===== config.mk =====
export PLATFORM = sky130hd
export DESIGN_NAME = omcd_module_flat
export DESIGN_NICKNAME = d
export VERILOG_FILES = /design/src/logic/omcd_pkg.sv /design/src/logic/omcd_link_if.sv /design/src/logic/omcd_module.sv /design/src/flat_wrapper.sv
export SDC_FILE = /design/constraint.sdc
export NUM_CORES = 1
export LEC_CHECK = 0
export ABC_AREA = 1
export ABC_CLOCK_PERIOD_IN_PS = 3300
export BUFFER_PORTS_ARGS = -buffer_cell sky130_fd_sc_hd__buf_2
export CAP_MARGIN = 20
export CORE_MARGIN = 5
export CORE_UTILIZATION = 63
export CTS_CLUSTER_SIZE = 40
export DETAILED_ROUTE_END_ITERATION = 7
export PLACE_DENSITY = 0.91
export SLEW_MARGIN = 20
export SYNTH_ARGS = -nofsm -noshare
export SYNTH_HDL_FRONTEND = slang
export SYNTH_SLANG_ARGS = --single-unit
export TNS_END_PERCENT = 10

===== constraint.sdc =====
create_clock -name pclk -period 3.3 [get_ports pclk]
set_input_delay 0.165 -clock pclk [delete_from_list [all_inputs] [get_ports pclk]]
set_output_delay 0.165 -clock pclk [all_outputs]
set_load 0.02 [all_outputs]

===== src/logic/omcd_pkg.sv =====
// Purpose: Shared constants and types of the optical module control block
// Assumes: 125 MHz pclk on both ends
// Notes:   Management window stands for the module's serial register access
package omcd_pkg;
  // Timing
  localparam int unsigned CLK_HZ           = 125_000_000;
  localparam int unsigned BER_INTERVAL_S   = 5;
  localparam int unsigned BER_INTERVAL_CYC = BER_INTERVAL_S * CLK_HZ;
  // Line rates
  typedef enum logic [1:0] {OMCD_R16G, OMCD_R32G, OMCD_R64G} omcd_rate_t;
  // Module management map (8-bit address, 8-bit data)
  localparam logic [7:0] MA_CTRL    = 8'h00;
  localparam logic [7:0] MA_EMPH    = 8'h01;
  localparam logic [7:0] MA_PRBS    = 8'h02;
  localparam logic [7:0] MA_BER_LO  = 8'h03;
  localparam logic [7:0] MA_BER_HI  = 8'h04;
  localparam logic [7:0] MA_STATUS  = 8'h05;
  localparam logic [7:0] MA_MON_TXP = 8'h10;
  localparam logic [7:0] MA_MON_RXP = 8'h11;
  localparam logic [7:0] MA_MON_TMP = 8'h12;
  localparam logic [7:0] MA_MON_VCC = 8'h13;
  localparam logic [7:0] MA_MON_BIA = 8'h14;
  // Module field positions
  localparam int CB_RATE64 = 0;
  localparam int CB_OLOOP  = 1;
  localparam int CB_ELOOP  = 2;
  localparam int CB_PASS   = 3;
  localparam int PB_GEN    = 0;
  localparam int PB_LINE   = 1;
  localparam int PB_P15    = 2;
  localparam int PB_CHK    = 3;
  localparam int SB_DONE   = 4;
  localparam logic [7:0] CTRL_RST = 8'h08;
  localparam logic [7:0] EMPH_RST = 8'h00;
  localparam logic [7:0] PRBS_RST = 8'h00;
  localparam logic [3:0] EQ_RST   = 4'h8;
  localparam logic [14:0] LFSR_SEED = 15'h7fff;
  // Controller APB map
  localparam logic [7:0] HA_PINS  = 8'h00;
  localparam logic [7:0] HA_CMD   = 8'h04;
  localparam logic [7:0] HA_MSTAT = 8'h08;
  localparam logic [7:0] HA_ISTAT = 8'h0c;
  localparam logic [7:0] HA_IMASK = 8'h10;
  localparam logic [7:0] HA_PSTAT = 8'h14;
  localparam int HB_TXRATE = 0;
  localparam int HB_RXRATE = 1;
  localparam int HB_TXDIS  = 2;
  localparam logic [2:0] PINS_RST = 3'h4;
  localparam int HB_CMD_WR = 16;
  localparam int IB_DONE   = 0;
  localparam int IB_FAULT  = 1;
  localparam int IB_LOST   = 2;
  typedef enum logic [1:0] {OMCD_IDLE, OMCD_WAIT, OMCD_DROP} omcd_mst_t;
endpackage : omcd_pkg


===== src/logic/omcd_link_if.sv =====
// Purpose: Pins between module and controller
// Assumes: Both ends clocked by the same pclk
// Notes:   mgmt_* is a held-request, one-cycle-ack register channel
`timescale 1ns/100ps
`default_nettype none
interface omcd_link_if;
  logic       tx_rate_sel;
  logic       rx_rate_sel;
  logic       tx_disable;
  logic       tx_fault;
  logic       rx_light_lost;
  logic       mgmt_req;
  logic       mgmt_wr;
  logic [7:0] mgmt_addr;
  logic [7:0] mgmt_wdata;
  logic       mgmt_ack;
  logic [7:0] mgmt_rdata;
  modport dev (input tx_rate_sel, rx_rate_sel, tx_disable, mgmt_req, mgmt_wr, mgmt_addr,
               mgmt_wdata, output tx_fault, rx_light_lost, mgmt_ack, mgmt_rdata);
  modport hst (output tx_rate_sel, rx_rate_sel, tx_disable, mgmt_req, mgmt_wr, mgmt_addr,
               mgmt_wdata, input tx_fault, rx_light_lost, mgmt_ack, mgmt_rdata);
endinterface : omcd_link_if
`default_nettype wire


===== src/logic/omcd_module.sv =====
// Purpose: Low-speed control and diagnostics inside the optical module
// Assumes: Pins synchronous to pclk; analog paths driven by the select outputs
// Notes:   All state freezes while ce is low
`timescale 1ns/100ps
`default_nettype none
module omcd_module #(
  parameter int unsigned BER_CYC = omcd_pkg::BER_INTERVAL_CYC
) (
  input  wire logic                pclk,
  input  wire logic                presetn,
  input  wire logic                ce,
  omcd_link_if.dev                 lnk,
  input  wire logic                laser_fault,
  input  wire logic                rx_power_ok,
  input  wire logic                eq_err,
  input  wire logic                eq_dir,
  input  wire logic [7:0]          mon_tx_pwr,
  input  wire logic [7:0]          mon_rx_pwr,
  input  wire logic [7:0]          mon_temp,
  input  wire logic [7:0]          mon_vcc,
  input  wire logic [7:0]          mon_bias,
  input  wire logic                chk_bit,
  input  wire logic                chk_valid,
  output logic                     tx_light_off,
  output omcd_pkg::omcd_rate_t     tx_rate,
  output omcd_pkg::omcd_rate_t     rx_rate,
  output logic                     tx_pam4,
  output logic                     rx_pam4,
  output logic                     opt_loop,
  output logic                     elec_loop,
  output logic                     pass_thru,
  output logic [3:0]               eq_setting,
  output logic [3:0]               emphasis,
  output logic                     prbs_sys_bit,
  output logic                     prbs_sys_en,
  output logic                     prbs_line_bit,
  output logic                     prbs_line_en,
  output logic                     ber_done
);
  import omcd_pkg::*;

  logic [7:0]  ctrl_q;
  logic [7:0]  emph_q;
  logic [7:0]  prbs_q;
  logic [14:0] gen_q;
  logic [14:0] chk_q;
  logic [15:0] err_cnt_q;
  logic [15:0] err_held_q;
  logic [29:0] tick_q;
  logic        done_flag_q;
  logic        wr_hit;
  logic        rd_hit;
  logic        interval_end;
  logic        chk_miss;

  // Pin level plus top-rate register picks the lane rate
  function automatic omcd_rate_t rate_of(input logic pin, input logic top);
    if (top) rate_of = OMCD_R64G;
    else if (pin) rate_of = OMCD_R32G;
    else rate_of = OMCD_R16G;
  endfunction : rate_of

  // Feedback tap of the selected polynomial, x^7+x^6+1 or x^15+x^14+1
  function automatic logic tap_of(input logic [14:0] s, input logic p15);
    tap_of = p15 ? (s[14] ^ s[13]) : (s[6] ^ s[5]);
  endfunction : tap_of

  assign wr_hit       = lnk.mgmt_req & ~lnk.mgmt_ack & lnk.mgmt_wr;
  assign rd_hit       = lnk.mgmt_req & ~lnk.mgmt_ack & ~lnk.mgmt_wr;
  assign interval_end = (tick_q == 30'(BER_CYC - 1));
  assign chk_miss     = chk_valid & (chk_bit != tap_of(chk_q, prbs_q[PB_P15]));

  // Management handshake: one ack per held request
  always_ff @(posedge pclk or negedge presetn) begin
    if (!presetn) begin
      lnk.mgmt_ack <= 1'b0;
    end else if (ce) begin
      lnk.mgmt_ack <= lnk.mgmt_req & ~lnk.mgmt_ack;
    end
  end

  // Writable settings
  always_ff @(posedge pclk or negedge presetn) begin
    if (!presetn) begin
      ctrl_q <= CTRL_RST;
      emph_q <= EMPH_RST;
      prbs_q <= PRBS_RST;
    end else if (ce && wr_hit) begin
      if (lnk.mgmt_addr == MA_CTRL) ctrl_q <= lnk.mgmt_wdata;
      if (lnk.mgmt_addr == MA_EMPH) emph_q <= lnk.mgmt_wdata;
      if (lnk.mgmt_addr == MA_PRBS) prbs_q <= lnk.mgmt_wdata;
    end
  end

  // Read data; unmapped addresses read zero, reading status clears the done flag
  always_ff @(posedge pclk or negedge presetn) begin
    if (!presetn) begin
      lnk.mgmt_rdata <= 8'h00;
    end else if (ce && rd_hit) begin
      case (lnk.mgmt_addr)
        MA_CTRL:    lnk.mgmt_rdata <= ctrl_q;
        MA_EMPH:    lnk.mgmt_rdata <= emph_q;
        MA_PRBS:    lnk.mgmt_rdata <= prbs_q;
        MA_BER_LO:  lnk.mgmt_rdata <= err_held_q[7:0];
        MA_BER_HI:  lnk.mgmt_rdata <= err_held_q[15:8];
        MA_STATUS:  lnk.mgmt_rdata <= {3'h0, done_flag_q, eq_setting};
        MA_MON_TXP: lnk.mgmt_rdata <= mon_tx_pwr;
        MA_MON_RXP: lnk.mgmt_rdata <= mon_rx_pwr;
        MA_MON_TMP: lnk.mgmt_rdata <= mon_temp;
        MA_MON_VCC: lnk.mgmt_rdata <= mon_vcc;
        MA_MON_BIA: lnk.mgmt_rdata <= mon_bias;
        default:    lnk.mgmt_rdata <= 8'h00;
      endcase
    end
  end

  // Status pins and laser shutdown; reset keeps the laser dark
  always_ff @(posedge pclk or negedge presetn) begin
    if (!presetn) begin
      lnk.tx_fault      <= 1'b0;
      lnk.rx_light_lost <= 1'b1;
      tx_light_off      <= 1'b1;
    end else if (ce) begin
      lnk.tx_fault      <= laser_fault;
      lnk.rx_light_lost <= ~rx_power_ok;
      tx_light_off      <= lnk.tx_disable;
    end
  end

  // Lane rate and modulation for the recovery stages
  always_ff @(posedge pclk or negedge presetn) begin
    if (!presetn) begin
      tx_rate <= OMCD_R16G;
      rx_rate <= OMCD_R16G;
      tx_pam4 <= 1'b0;
      rx_pam4 <= 1'b0;
    end else if (ce) begin
      tx_rate <= rate_of(lnk.tx_rate_sel, ctrl_q[CB_RATE64]);
      rx_rate <= rate_of(lnk.rx_rate_sel, ctrl_q[CB_RATE64]);
      tx_pam4 <= ctrl_q[CB_RATE64];
      rx_pam4 <= ctrl_q[CB_RATE64];
    end
  end

  // Loopback steering and emphasis
  always_ff @(posedge pclk or negedge presetn) begin
    if (!presetn) begin
      opt_loop  <= 1'b0;
      elec_loop <= 1'b0;
      pass_thru <= 1'b1;
      emphasis  <= 4'h0;
    end else if (ce) begin
      opt_loop  <= ctrl_q[CB_OLOOP];
      elec_loop <= ctrl_q[CB_ELOOP];
      // Outside loopback traffic always passes; the bit only matters in a wrap
      pass_thru <= ~(ctrl_q[CB_OLOOP] | ctrl_q[CB_ELOOP]) | ctrl_q[CB_PASS];
      emphasis  <= emph_q[3:0];
    end
  end

  // Adaptive input EQ: step on each error hint, saturating at both ends
  always_ff @(posedge pclk or negedge presetn) begin
    if (!presetn) begin
      eq_setting <= EQ_RST;
    end else if (ce && eq_err) begin
      if (eq_dir && eq_setting != 4'hf) eq_setting <= eq_setting + 4'h1;
      else if (!eq_dir && eq_setting != 4'h0) eq_setting <= eq_setting - 4'h1;
    end
  end

  // Pattern generator; steps one bit per enabled pclk cycle, whatever the lane rate
  always_ff @(posedge pclk or negedge presetn) begin
    if (!presetn) begin
      gen_q         <= LFSR_SEED;
      prbs_sys_bit  <= 1'b0;
      prbs_line_bit <= 1'b0;
      prbs_sys_en   <= 1'b0;
      prbs_line_en  <= 1'b0;
    end else if (ce) begin
      if (prbs_q[PB_GEN]) gen_q <= {gen_q[13:0], tap_of(gen_q, prbs_q[PB_P15])};
      prbs_sys_en   <= prbs_q[PB_GEN] & ~prbs_q[PB_LINE];
      prbs_line_en  <= prbs_q[PB_GEN] & prbs_q[PB_LINE];
      prbs_sys_bit  <= prbs_q[PB_GEN] & ~prbs_q[PB_LINE] & tap_of(gen_q, prbs_q[PB_P15]);
      prbs_line_bit <= prbs_q[PB_GEN] & prbs_q[PB_LINE] & tap_of(gen_q, prbs_q[PB_P15]);
    end
  end

  // Interval timer; fixed length, software cannot change it
  always_ff @(posedge pclk or negedge presetn) begin
    if (!presetn) begin
      tick_q <= 30'h0;
    end else if (ce) begin
      if (!prbs_q[PB_CHK] || interval_end) tick_q <= 30'h0;
      else tick_q <= tick_q + 30'h1;
    end
  end

  // Self-synchronising checker: history of received bits predicts the next
  always_ff @(posedge pclk or negedge presetn) begin
    if (!presetn) begin
      chk_q     <= 15'h0;
      err_cnt_q <= 16'h0;
    end else if (ce) begin
      if (chk_valid) chk_q <= {chk_q[13:0], chk_bit};
      if (!prbs_q[PB_CHK] || interval_end) err_cnt_q <= 16'h0;
      else if (chk_miss && err_cnt_q != 16'hffff) err_cnt_q <= err_cnt_q + 16'h1;
    end
  end

  // Result hold; a new interval end wins over the clear-on-read
  always_ff @(posedge pclk or negedge presetn) begin
    if (!presetn) begin
      err_held_q  <= 16'h0;
      done_flag_q <= 1'b0;
      ber_done    <= 1'b0;
    end else if (ce) begin
      ber_done <= prbs_q[PB_CHK] & interval_end;
      if (prbs_q[PB_CHK] && interval_end) begin
        err_held_q  <= chk_miss && err_cnt_q != 16'hffff ? err_cnt_q + 16'h1 : err_cnt_q;
        done_flag_q <= 1'b1;
      end else if (rd_hit && lnk.mgmt_addr == MA_STATUS) begin
        done_flag_q <= 1'b0;
      end
    end
  end
endmodule : omcd_module
`default_nettype wire


===== src/flat_wrapper.sv =====
// flat-port wrapper written by rule: the top's interface ports become plain ports
module omcd_module_flat import omcd_pkg::*;
#(
  parameter int unsigned BER_CYC = omcd_pkg::BER_INTERVAL_CYC
)
  (pclk, presetn, ce, laser_fault, rx_power_ok, eq_err, eq_dir, mon_tx_pwr, mon_rx_pwr, mon_temp, mon_vcc, mon_bias, chk_bit, chk_valid, tx_light_off, tx_rate, rx_rate, tx_pam4, rx_pam4, opt_loop, elec_loop, pass_thru, eq_setting, emphasis, prbs_sys_bit, prbs_sys_en, prbs_line_bit, prbs_line_en, ber_done, lnk_tx_rate_sel, lnk_rx_rate_sel, lnk_tx_disable, lnk_mgmt_req, lnk_mgmt_wr, lnk_mgmt_addr, lnk_mgmt_wdata, lnk_tx_fault, lnk_rx_light_lost, lnk_mgmt_ack, lnk_mgmt_rdata);
  omcd_link_if lnk_i ();
  input  wire logic pclk;
  input  wire logic presetn;
  input  wire logic ce;
  input  wire logic laser_fault;
  input  wire logic rx_power_ok;
  input  wire logic eq_err;
  input  wire logic eq_dir;
  input  wire logic [7:0] mon_tx_pwr;
  input  wire logic [7:0] mon_rx_pwr;
  input  wire logic [7:0] mon_temp;
  input  wire logic [7:0] mon_vcc;
  input  wire logic [7:0] mon_bias;
  input  wire logic chk_bit;
  input  wire logic chk_valid;
  output logic tx_light_off;
  output omcd_pkg::omcd_rate_t tx_rate;
  output omcd_pkg::omcd_rate_t rx_rate;
  output logic tx_pam4;
  output logic rx_pam4;
  output logic opt_loop;
  output logic elec_loop;
  output logic pass_thru;
  output logic [3:0] eq_setting;
  output logic [3:0] emphasis;
  output logic prbs_sys_bit;
  output logic prbs_sys_en;
  output logic prbs_line_bit;
  output logic prbs_line_en;
  output logic ber_done;
  input wire logic [$bits(lnk_i.tx_rate_sel)-1:0] lnk_tx_rate_sel;
  input wire logic [$bits(lnk_i.rx_rate_sel)-1:0] lnk_rx_rate_sel;
  input wire logic [$bits(lnk_i.tx_disable)-1:0] lnk_tx_disable;
  input wire logic [$bits(lnk_i.mgmt_req)-1:0] lnk_mgmt_req;
  input wire logic [$bits(lnk_i.mgmt_wr)-1:0] lnk_mgmt_wr;
  input wire logic [$bits(lnk_i.mgmt_addr)-1:0] lnk_mgmt_addr;
  input wire logic [$bits(lnk_i.mgmt_wdata)-1:0] lnk_mgmt_wdata;
  output wire logic [$bits(lnk_i.tx_fault)-1:0] lnk_tx_fault;
  output wire logic [$bits(lnk_i.rx_light_lost)-1:0] lnk_rx_light_lost;
  output wire logic [$bits(lnk_i.mgmt_ack)-1:0] lnk_mgmt_ack;
  output wire logic [$bits(lnk_i.mgmt_rdata)-1:0] lnk_mgmt_rdata;
  assign lnk_i.tx_rate_sel = lnk_tx_rate_sel;
  assign lnk_i.rx_rate_sel = lnk_rx_rate_sel;
  assign lnk_i.tx_disable = lnk_tx_disable;
  assign lnk_i.mgmt_req = lnk_mgmt_req;
  assign lnk_i.mgmt_wr = lnk_mgmt_wr;
  assign lnk_i.mgmt_addr = lnk_mgmt_addr;
  assign lnk_i.mgmt_wdata = lnk_mgmt_wdata;
  assign lnk_tx_fault = lnk_i.tx_fault;
  assign lnk_rx_light_lost = lnk_i.rx_light_lost;
  assign lnk_mgmt_ack = lnk_i.mgmt_ack;
  assign lnk_mgmt_rdata = lnk_i.mgmt_rdata;
  omcd_module #(.BER_CYC(BER_CYC)) u_core (.pclk(pclk), .presetn(presetn), .ce(ce), .lnk(lnk_i), .laser_fault(laser_fault), .rx_power_ok(rx_power_ok), .eq_err(eq_err), .eq_dir(eq_dir), .mon_tx_pwr(mon_tx_pwr), .mon_rx_pwr(mon_rx_pwr), .mon_temp(mon_temp), .mon_vcc(mon_vcc), .mon_bias(mon_bias), .chk_bit(chk_bit), .chk_valid(chk_valid), .tx_light_off(tx_light_off), .tx_rate(tx_rate), .rx_rate(rx_rate), .tx_pam4(tx_pam4), .rx_pam4(rx_pam4), .opt_loop(opt_loop), .elec_loop(elec_loop), .pass_thru(pass_thru), .eq_setting(eq_setting), .emphasis(emphasis), .prbs_sys_bit(prbs_sys_bit), .prbs_sys_en(prbs_sys_en), .prbs_line_bit(prbs_line_bit), .prbs_line_en(prbs_line_en), .ber_done(ber_done));
endmodule

== Word level (Yosys, flattened, before mapping) ==
Cells that the tools add are included.
Word-level totals
  input bits: 70
  logic and storage cells: 102
  bits in latches: 0
  memory bits (writable): 0
  bits in registers: 150
  memory bits (read-only): 0
  output and inout port bits: 34
  memories: 0
Cells by class
  muxes and demuxes: 14
  order comparisons: 0
  reductions and logical operators: 23
  shift-type cells: 0
  div/mod/pow operators: 0
  equality and inequality tests: 14
  bitwise logic cells: 20
  add/subtract/negate cells: 4
  multipliers: 0
Operators with widths (count)
  8-bit one-hot mux with 11 select lines: 1
  8-bit by 5-bit equality test with 1-bit output, second input constant: 5
  16-bit two-way mux: 2
  30-bit by 1-bit adder with 30-bit output, second input constant: 1
  30-bit equality test, second input constant: 1
  30-bit two-way mux: 1
  16-bit by 1-bit adder with 16-bit output, second input constant: 1
  8-bit by 2-bit equality test with 1-bit output, second input constant: 2
  8-bit by 3-bit equality test with 1-bit output, second input constant: 2
  16-bit inequality test, second input constant: 1
  2-bit AND reduction: 8
  1-bit bitwise AND: 9
  8-bit by 1-bit equality test with 1-bit output, second input constant: 1
  1-bit logical AND: 8
  8-bit logical NOT: 1
  4-bit two-way mux: 2
  1-bit two-way mux: 6
  1-bit NOT: 5
  4-bit by 1-bit adder with 4-bit output, second input constant: 1
  2-bit two-way mux: 2
  4-bit inequality test, second input constant: 1
  2-bit nonzero test: 2
  4-bit nonzero test: 1
  4-bit by 1-bit subtractor with 4-bit output, second input constant: 1
  other kinds (5): 10

== Depth between registers and ports, before layout ==
Gate-level depths: netlist of the first run.
  depth after elaboration: 7
  mapped depth: 12
  mapped depth without buffers: 11

== Worst setup path before layout of the first run ==
Ideal clock, no wire load.
  path type: register to register
  from: reg u_core.eq_setting[3]
  to: reg u_core.eq_setting[3]
  path slack: 1.433 ns
  stages on the path, launching flop included: 12
  arrival: 1.786 ns
  clock period less this slack: 1.867 ns
  cell sequence: dfstp_2 -> inv_1 -> nor2_1 -> nor2_1 -> inv_1 -> ha_1 -> a21o_1 -> a21oi_1 -> xor2_1 -> nor2_1 -> nand2_1 -> nand2_1
Between the ends
  cells in the longest elaborated chain, start to end: 4
  elaborated cells on any way between the ends: 10
  those cells by class: add/sub (2); eq/ne (1); mux (2); reduce/logical (5)
Ends and longest elaborated chain
  start, declared: line omcd_module.sv:32  | output logic [3:0] eq_setting,
  start signal, assigned: line omcd_module.sv:166  | if (eq_dir && eq_setting != 4'hf) eq_setting <= eq_setting + 4'h1;
  start signal, assigned: line omcd_module.sv:167  | else if (!eq_dir && eq_setting != 4'h0) eq_setting <= eq_setting - 4'h1;
  parallel branches: the longest is 4 deep, another holds 4-bit by 1-bit subtractor with 4-bit output
Several ways; the timed one is not identified. The select of a mux whose other input is x is not followed.
A chain may end at the register's enable or synchronous reset.

== Worst setup path in the final report of the first run ==
  from: reg u_core.tick_q[0]
  to: reg u_core.err_cnt_q[1]
Between the ends
  cells in the longest elaborated chain, start to end: 3
Ends and longest elaborated chain
  start, declared: line omcd_module.sv:49  | logic [29:0] tick_q;
  start signal, assigned: line omcd_module.sv:194  | else tick_q <= tick_q + 30'h1;
  30-bit equality test: line omcd_module.sv:70  | assign interval_end = (tick_q == 30'(BER_CYC - 1));
  1-bit logical OR: line omcd_module.sv:205  | if (!prbs_q[PB_CHK] || interval_end) err_cnt_q <= 16'h0;
  16-bit two-way mux: line omcd_module.sv:205
  end signal, assigned: line omcd_module.sv:206  | else if (chk_miss && err_cnt_q != 16'hffff) err_cnt_q <= err_cnt_q + 16'h1;
  end, declared: line omcd_module.sv:47  | logic [15:0] err_cnt_q;
No other way between the ends.

==> flow_metrics.tcl, run 1 <==
set metrics [dict create \
    antenna_found_initial 0 \
    required_ns 3.66 \
    path_buf_inv 1 \
    synth_area_leaders "dfrtp_1, nand2_1, dfstp_2" \
    syn_area_per_cell_um2 7.36 \
    end_kind "flip-flop" \
    portBuffers 103 \
    synth_cell_types 39 \
    postLayoutCellArea_um2 9160 \
    clk_latency_ns 0.43 \
    fin_crit_sh 0.630 \
    rows 41 \
    drc 0 \
    grt_usage 0.281 \
    drt-total-wl_um 20200 \
    cp_slowest_cell "a21oi_2" \
    seq_area_frac_synth 0.470 \
    final.setup.tns_ns 0 \
    slew_viol_final 0 \
    grt_pass1_wl_um 33100 \
    ir_worst_vdd_uv 398 \
    cts_buffers 17 \
    gr-total-overflow 0 \
    cpPeakStageDelay_ns 0.73 \
    power_frac_comb 0.122 \
    power_frac_seq 0.449 \
    drt_iter0_drc 858 \
    cts-root-buf "clkbuf_16" \
    worstSetupStartpointType "flip-flop" \
    status "finished clean" \
    viasPerCell 5.47 \
    arrival_ns 2.44 \
    hold_viol 0 \
    tightest_slew_ns 1.10 \
    finalPower_uw 4520 \
    diodes 0 \
    die_h_um 122 \
    die_w_um 122 \
    synth_seq_cells 148 \
    htreeDepth 4 \
    first_pass_iters 8 \
    intPower_uw 3210 \
    slew_headroom 0.262 \
    start_util 0.637 \
    clk_pin_slew_ns 0.07 \
    clkSinkCount 148 \
    yosys_warnings 0 \
    drv_cap 0 \
    postRouteAntennaNets 0 \
    rsz0062_at_grt "no" \
    area_growth_syn_to_layout_pct 15.4 \
    path_max_fanout 18 \
    worst_hold_slack_ns 0.0308 \
    placed_area_um2 8510 \
    finalSetupViolCount 0 \
    fin_crit_ns 2.08 \
    hp-class "in -> reg" \
    netlist_area_um2 7940 \
    clkPwrFrac 0.429 \
    switching_share 0.290 \
    yosysTopAreaCell "dfrtp_1" \
    vias 7468 \
    syn_inst 1079 \
    post_drt_wl_per_cell_um 14.8 \
    cts_buffer_depth 2 \
    rrSetupSlack_ns 1.22 \
    core_area_um2 12500 \
    post-dp-hpwl_um 13800 \
    final.setup_skew_ns 0.0123 \
    p_per_area_nw_per_um2 493 \
    grt_max_degree 124 \
    gp_congestion 0.938 \
    drive_above_1_share 0.171 \
    cts_tree "yes" \
    fmax_mhz 481 \
    grt_pass1_vias 7075 \
    cp_top_family "compound AO/OA/AOI/OAI gates" \
    die_area_um2 14900 \
    path_class "reg -> reg" \
    nets 1255 \
    p_leak_uw 0.00481 \
    syn_nets 1154 \
    nFillCells 881 \
    crit_chain "ha_1 > nand2_1 > inv_1 > nand3_1 > nor2_1 > a21oi_2 > nand3_1 > nand2_1" \
    synth_top_area_frac 0.404 \
    p_sw_uw 1310 \
    ios 104 \
]
-- cell type report --
cell class,count,area [um^2],share of cell area
flip-flops and latches,148,3730,0.407
repair buffers,112,607,0.0662
inverters,95,359,0.0392
clock buffers,17,425,0.0464
well taps,172,215,0.0235
clock inverters,15,168,0.0183
multi-input cells,806,3660,0.400
-- through the flow --
step	std cells	util	worst slack [ns]
2_1_floorplan	1079	-	1.43
3_3_place_gp	1327	0.683	1.33
3_5_place_dp	1327	0.683	1.24
4_1_cts	1365	0.735	1.28
5_1_grt	1365	0.735	1.08
6_report	1365	0.735	1.22
-- power groups by stage --
stage | Clock [uW] | Sequential, uW | Combinational [uW]
2_1_floorplan | 0 | 2080 | 307
3_3_place_gp | 0 | 2050 | 508
3_5_place_dp | 0 | 2050 | 537
4_1_cts | 1950 | 2030 | 551
5_1_grt | 2030 | 2040 | 613
6_report | 1940 | 2030 | 549
-- state kept, by name, summed over array words and instances, names as in the netlist, 2 cells and up --
register and cells:
u_core.tx_rate 2, u_core.tick_q 30, u_core.emph_q 8, u_core.lnk.mgmt_rdata 8, u_core.eq_setting 4, u_core.emphasis 4, u_core.err_held_q 16, u_core.chk_q 15
u_core.err_cnt_q 16, u_core.gen_q 15, u_core.ctrl_q 8, u_core.prbs_q 8
-- cells by family after synthesis --
family,share of synthesized area
simple gates,0.371
flops,0.470
buf+inv,0.0690
compound gates,0.0474
xor+xnor,0.0199
mux,0.0142
fa+ha+maj,0.00883
-- worst min-delay path: stages --
cell	delay (ns)
buf_2	0.09
inv_1	0.08
o21ai_1	0.08
-- routing by layer --
layer  up-vias  wire [um]  global-route usage  part of all wire
met4         0        690               0.127             0.034
met2       358       9680               0.466              0.48
met5         -          0                   0                 0
met1      3445       8030               0.346              0.40
met3        68       1750              0.0719             0.087
li1       3597          -                   -                 -
-- placed cells by master, fill, tap and decap left out, types with 13 or more instances in the layout --
cell / Yosys / final
nand3_1: 98 / 98
nand2_1: 427 / 427
clkbuf_16: 0 / 17
nor2_1: 121 / 121
inv_1: 89 / 89
dfrtp_1: 128 / 128
o21ai_0: 41 / 41
buf_2: 13 / 102
dfstp_2: 20 / 20
nor3_1: 13 / 13
-- synthesized netlist by cell type --
cell and n:
nand4_1 12, xnor2_1 8, nand2_1 427, clkbuf_1 6
nor2_2 12, nor3_2 1, nor3_1 13, dfstp_2 20
nand2_2 8, buf_4 7, inv_4 1, o21ai_0 41
a22o_1 2, or2_2 1, buf_2 13, nand2_4 1
inv_2 5, nand3_1 98, xor2_1 10, a31oi_1 3
ha_1 4, and3_1 1, mux2_2 10, a21o_1 2
buf_6 3, nor2_1 121, nor2_8 1, o41ai_1 1
nor2_4 4, nand3b_1 2, buf_8 1, a21oi_2 1
o21ai_1 11, inv_1 89, fa_1 1, a21oi_1 8
nand3_4 1, o21bai_1 1, dfrtp_1 128
-- worst paths after layout --
path | startpoint | end | depth (start not counted)
min in group asynchronous | presetn | u_core.chk_q[11]$_DFFE_PN0P_ | 2
hold reg to reg | u_core.gen_q[2]$_DFFE_PN1P_ | u_core.gen_q[3]$_DFFE_PN1P_ | 2
setup / recovery | u_core.tick_q[0]$_DFFE_PN0P_ | u_core.err_cnt_q[1]$_DFFE_PN0P_ | 8
hold / removal | lnk_mgmt_wdata[5] | u_core.emph_q[5]$_DFFE_PN0P_ | 3
setup reg to reg | u_core.tick_q[0]$_DFFE_PN0P_ | u_core.err_cnt_q[1]$_DFFE_PN0P_ | 8
max in group asynchronous | presetn | u_core.gen_q[8]$_DFFE_PN1P_ | 3
-- timing repair --
action	4_1_cts	5_1_grt
hold endpoints to repair	107	0
resized for setup	0	0
hold buffers	6	0
buffers inserted	0	0
Note: power is estimated with default switching activity, not from simulation.
==> inputs of run 2 (changes only) <==
Settings changed: ABC_AREA 1 to 0, ABC_CLOCK_PERIOD_IN_PS 3300 to 1700, CORE_UTILIZATION 63 to 52, PLACE_DENSITY 0.91 to 0.81.
Clock period 3.3 ns to 1.7 ns, I/O delays scaled along.
==> run 2 against run 1 <==
Flip-flop and latch count is the same. Non-clock buffer count grew 142. Critical path type unchanged. The flow now finishes with violations (setup timing). Core utilization shrank 1.7 points. Via count shrank 8.6%. Highest routed layer unchanged. Cell area grew 13%. Maximum frequency grew 3.8%. Global-route usage shrank 2.7 points. Sequential share of layout area shrank 4.7 points.
==> flow_metrics.tcl, run 2 <==
set metrics [dict create \
    path_class "reg -> reg" \
    post-dp-hpwl_um 14100 \
    area_growth_syn_to_layout_pct 36.2 \
    nFillCells 933 \
    die_w_um 131 \
    portBuffers 103 \
    clk_pin_slew_ns 0.07 \
    post_drt_wl_per_cell_um 18.8 \
    vias 6828 \
    die_area_um2 17200 \
    hp-class "in -> reg" \
    cts_buffer_depth 2 \
    cpPeakStageDelay_ns 0.53 \
    rows 44 \
    drive_above_1_share 0.438 \
    tightest_slew_ns 0.572 \
    gp_congestion 0.938 \
    path_max_fanout 7 \
    synth_area_leaders "dfrtp_1, mux2_2, dfstp_2" \
    grt_pass1_vias 6731 \
    p_per_area_nw_per_um2 914 \
    fin_crit_ns 2.00 \
    final.setup_skew_ns 0.00967 \
    worstSetupStartpointType "flip-flop" \
    syn_inst 707 \
    seq_area_frac_synth 0.490 \
    syn_nets 782 \
    synth_common_cells "dfrtp_1, mux2_2, nor2_1" \
    worst_hold_slack_ns 0.0311 \
    ir_worst_vdd_uv 865 \
    top_register "u_core.tick_q" \
    ios 104 \
    grt_pass1_wl_um 33900 \
    required_ns 2.05 \
    drv_cap 0 \
    drt-total-wl_um 21400 \
    grt_max_degree 50 \
    fmax_mhz 499 \
    arrival_ns 2.35 \
    failed_checks "setup timing" \
    synth_seq_cells 148 \
    antenna_found_initial 0 \
    yosysTopAreaCell "dfrtp_1" \
    cts_tree "yes" \
    cp_slowest_cell "or4_4" \
    synth_top_area_frac 0.421 \
    status "finished with violations" \
    synth_cell_types 70 \
    gr-total-overflow 0 \
    grt_usage 0.253 \
    slew_viol_final 0 \
    netlist_area_um2 7610 \
    rsz0062_at_grt "yes" \
    end_kind "flip-flop" \
    largest_reg_flops 30 \
    clkSinkCount 148 \
    drt_iter0_drc 754 \
    postRouteAntennaNets 0 \
    synth.most_common_cell "dfrtp_1" \
    reg_top3 "u_core.tick_q (30), u_core.err_cnt_q (16), u_core.err_held_q (16)" \
    viasPerCell 5.99 \
    clk_latency_ns 0.43 \
    fin_crit_sh 1.18 \
    crit_chain "xnor3_1 > o22a_4 > or4_4 > xnor2_1 > a21oi_1" \
    core_area_um2 14400 \
    diodes 0 \
    final.setup.tns_ns -6.48 \
    die_h_um 131 \
    final_cell_mix "dfrtp_1, buf_4, buf_2" \
    cts-root-buf "clkbuf_16" \
    syn_area_per_cell_um2 10.8 \
    first_pass_iters 5 \
    start_util 0.527 \
    slew_headroom 0.616 \
    nets 1018 \
    final_common_cell "dfrtp_1" \
    p_leak_uw 0.00481 \
    synthArstFlopShare 1.00 \
    drc 0 \
    yosys_warnings 0 \
    synth_edf_count 0 \
    finalSetupViolCount 63 \
    fin_ws_ns -0.305 \
    hold_viol 0 \
    cts_buffers 17 \
    htreeDepth 4 \
    synth-main-ff-cell "dfrtp_1" \
]
==> run 2: cell types whose count changed after synthesis, sizes merged, moves of 31 or more <==
cell / previous run / this run
nand2: 436 / 44
inv: 95 / 13
nor2: 138 / 61
nand3: 99 / 28
mux2: 10 / 70
o21ai: 52 / 21
==> run 2: area by class of cell <==
| type | count | area (um^2) | area share |
|---|---|---|---|
| inverters | 13 | 48.8 | 0.00471 |
| clock inverters | 14 | 190 | 0.0184 |
| clock buffers | 18 | 429 | 0.0414 |
| multi-input cells | 509 | 3900 | 0.376 |
| well taps | 184 | 230 | 0.0222 |
| repair buffers | 254 | 1830 | 0.177 |
| flip-flops and latches | 148 | 3730 | 0.360 |
==> run 2: worst max-delay path: cells and delay by family, from the launching register on <==
family	cells	cell delay [ns]
AOI/OAI and AO/OA	2	0.47
xor gates and xnor gates	2	0.54
DFF	1	0.40
and+or+nand+nor	1	0.53
==> run 2: logic make-up (layout without fill, tap and decap cells) <==
logic type      after synthesis  count (layout)  synth area share
compound gates              130             130             0.113
xor+xnor                     48              48            0.0589
fa+ha+maj                     5               5           0.00921
buf+inv                      50             299            0.0319
flops                       148             148             0.490
mux                          83              83             0.126
simple gates                243             243             0.172
==> run 2: power breakdown <==
| group | leakage (uW) | internal (uW) | total (uW) | switching (uW) |
|---|---|---|---|---|
| sequential | 0.00195 | 3760 | 3890 | 126 |
| combinational | 0.00256 | 785 | 1650 | 861 |
| clock | 0.000300 | 2360 | 3940 | 1580 |
==> run 2: worst paths after layout <==
| path | endpoint | cells past startpoint | from | slack, ns |
|---|---|---|---|---|
| max in group asynchronous | u_core.eq_setting[3]$_DFFE_PN1P_ | 3 | presetn | 0.87 |
| worst max register to register | u_core.err_held_q[13]$_DFFE_PN0P_ | 5 | u_core.chk_q[5]$_DFFE_PN0P_ | -0.30 |
| worst max-delay path | u_core.err_held_q[13]$_DFFE_PN0P_ | 5 | u_core.chk_q[5]$_DFFE_PN0P_ | -0.30 |
| worst min register to register | u_core.lnk.mgmt_rdata[0]$_DFFE_PN0P_ | 1 | u_core.lnk.mgmt_rdata[0]$_DFFE_PN0P_ | 0.47 |
| min in group asynchronous | u_core.chk_q[14]$_DFFE_PN0P_ | 2 | presetn | 0.18 |
| worst min-delay path | u_core.lnk.mgmt_ack$_DFFE_PN0P_ | 4 | lnk_mgmt_req | 0.03 |
==> run 2: metal layers <==
| layer | up-vias | part of all wire | GRT usage |
|---|---|---|---|
| li1 | 3081 | - | - |
| met1 | 3358 | 0.40 | 0.333 |
| met2 | 332 | 0.49 | 0.404 |
| met3 | 57 | 0.076 | 0.0614 |
| met4 | 0 | 0.031 | 0.103 |
| met5 | - | 0 | 0 |
==> run 2: per-stage QoR <==
step | utilization | total power, uW | cell area (um^2) | setup slack, ns | instances
after global routing | 0.718 | 9860 | 10400 | -0.359 | 1140
after global placement | 0.641 | 5390 | 9250 | -0.256 | 1086
after floorplan | - | 4810 | 7670 | -0.240 | 707
after CTS | 0.713 | 9490 | 10300 | -0.267 | 1140
after detailed placement | 0.641 | 5450 | 9250 | -0.282 | 1086
final | 0.718 | 9470 | 10400 | -0.305 | 1140
==> run 2: what timing repair did <==
item | in CTS | in global routing
resized for setup | 42 | 19
setup buffers | 4 | 0
endpoints found under the setup margin | 63 | 66
cloned | 1 | 0
pin swaps | 17 | 11
endpoints found under the hold margin | 102 | 0
hold buffers | 17 | 0
==> inputs of run 3 (changes only) <==
Settings changed: ABC_CLOCK_PERIOD_IN_PS 1700 to 2300, CORE_UTILIZATION 52 to 58, PLACE_DENSITY 0.81 to 0.85.
Clock period 1.7 ns to 2.3 ns, I/O delays scaled along.
==> run 3 against run 2 <==
The run now ends clean. Non-clock buffer count decreased by 117. Routed wire length fell by 6.8%. Combinational power down 43%. Flip-flop and latch count unchanged. Total power down 32%. Final cell count down 11%. Critical path type unchanged. Highest routed layer unchanged.
==> flow_metrics.tcl, run 3 (synthesized netlist as in run 2, its figures left out) <==
set metrics [dict create \
    status "finished clean" \
    dp_cells 965 \
    drv_cap 0 \
    p_leak_uw 0.00412 \
    largest_reg_flops 30 \
    hold_viol 0 \
    drc 0 \
    final.setup_skew_ns 0.0102 \
    grt_max_degree 83 \
    tightest_slew_ns 0.744 \
    slew_headroom 0.500 \
    start_util 0.598 \
    seqCellArea_um2 3730 \
    hp-class "in -> reg" \
    postRouteAntennaNets 0 \
    rows 41 \
    post_drt_wl_per_cell_um 19.7 \
    cts_tree "yes" \
    end_kind "flip-flop" \
    fin_crit_ns 2.15 \
    path_max_fanout 6 \
    final_cell_mix "dfrtp_1, buf_2, mux2_2" \
    gr-total-overflow 0 \
    rsz0062_at_grt "no" \
    htreeDepth 4 \
    die_area_um2 15500 \
    area_growth_syn_to_layout_pct 18.8 \
    clk_latency_ns 0.43 \
    worstSetupStartpointType "flip-flop" \
    final.setup.tns_ns 0 \
    drt-total-wl_um 20000 \
    antenna_found_initial 1 \
    nets 901 \
    fmax_mhz 465 \
    portBuffers 103 \
    path_class "reg -> reg" \
    post-route-util 0.710 \
    slew_viol_final 0 \
    arrival_ns 2.51 \
    ios 104 \
    reg_top3 "u_core.tick_q (30), u_core.err_cnt_q (16), u_core.err_held_q (16)" \
    required_ns 2.65 \
    p_per_area_nw_per_um2 715 \
    top_register "u_core.tick_q" \
    grt_pass1_vias 6496 \
    fin_ws_ns 0.148 \
    cts_post_setup_buffers_inserted 0 \
    grt_usage 0.259 \
    viasPerCell 6.33 \
    final_common_cell "dfrtp_1" \
    drive_above_1_share 0.312 \
    grt_pass1_wl_um 32900 \
    nFillCells 906 \
    pre_cts_ws_ns 0.186 \
    first_pass_iters 5 \
    final_cell_count_no_fill 1012 \
    die_h_um 125 \
    drt_iter0_drc 676 \
    ir_worst_vdd_uv 523 \
    clk_pin_slew_ns 0.06 \
    cts-root-buf "clkbuf_16" \
    post-dp-hpwl_um 13600 \
    die_w_um 125 \
    core_area_um2 12700 \
    vias 6408 \
    worst_hold_slack_ns 0.00643 \
    clkSinkCount 148 \
    multi_input_area_um2 3640 \
    gp_congestion 0.969 \
    fin_crit_sh 0.936 \
    cts_buffer_depth 2 \
    finalSetupViolCount 0 \
    cts_buffers 17 \
]
## run 3: routing by layer
metal	share of wire	GRT usage	wire (um)
met1	0.38	0.322	7630
met2	0.51	0.436	10200
met3	0.078	0.0656	1560
met4	0.030	0.101	594
met5	0	0	0
## run 3: layout make-up
type | instances | share of cell area
Sequential cell | 148 | 0.413
Inverter | 13 | 0.00540
Clock inverter | 11 | 0.0102
Timing Repair Buffer | 137 | 0.0940
Antenna cell | 1 | 0.000277
Multi-Input combinational cell | 509 | 0.403
Tap cell | 172 | 0.0238
Clock buffer | 21 | 0.0509
## run 3: repair_timing
| action | 4_1_cts | 5_1_grt |
|---|---|---|
| hold buffers | 14 | 0 |
| endpoints found under the hold margin | 121 | 0 |
| gates resized for setup | 0 | 2 |
| endpoints found under the setup margin | 0 | 2 |
## run 3: critical path, cell delays in order (launching register included)
cell and delay, ns:
dfrtp_1 0.44, ha_2 0.25, nand3_1 0.17, or2_2 0.38, or4_4 0.54, nor3_1 0.17, o21bai_1 0.12
## run 3: path summary, 6_finish.rpt
check	from	endpoint	slack [ns]	cells past startpoint
max	u_core.err_cnt_q[0]$_DFFE_PN0P_	u_core.err_cnt_q[10]$_DFFE_PN0P_	0.15	6
min reg2reg	u_core.lnk.mgmt_rdata[4]$_DFFE_PN0P_	u_core.lnk.mgmt_rdata[4]$_DFFE_PN0P_	0.48	1
max reg2reg	u_core.err_cnt_q[0]$_DFFE_PN0P_	u_core.err_cnt_q[10]$_DFFE_PN0P_	0.15	6
max in group asynchronous	presetn	u_core.eq_setting[3]$_DFFE_PN1P_	1.37	3
min in group asynchronous	presetn	u_core.tick_q[12]$_DFFE_PN0P_	0.13	2
min	chk_bit	u_core.chk_q[0]$_DFFE_PN0P_	0.006	2
## run 3: metrics by stage
step / instance area (um^2) / total power [uW]
floorplan: 7610 / 3560
global placement: 8340 / 3810
detailed placement: 8340 / 3880
CTS: 9030 / 6480
global route: 9040 / 6710
finish: 9040 / 6470
## run 3: where the power goes
part,switching [uW],internal (uW),total [uW]
Clock,1130,1460,2590
Sequential,152,2780,2930
Combinational,501,437,939
Total,1790,4680,6470
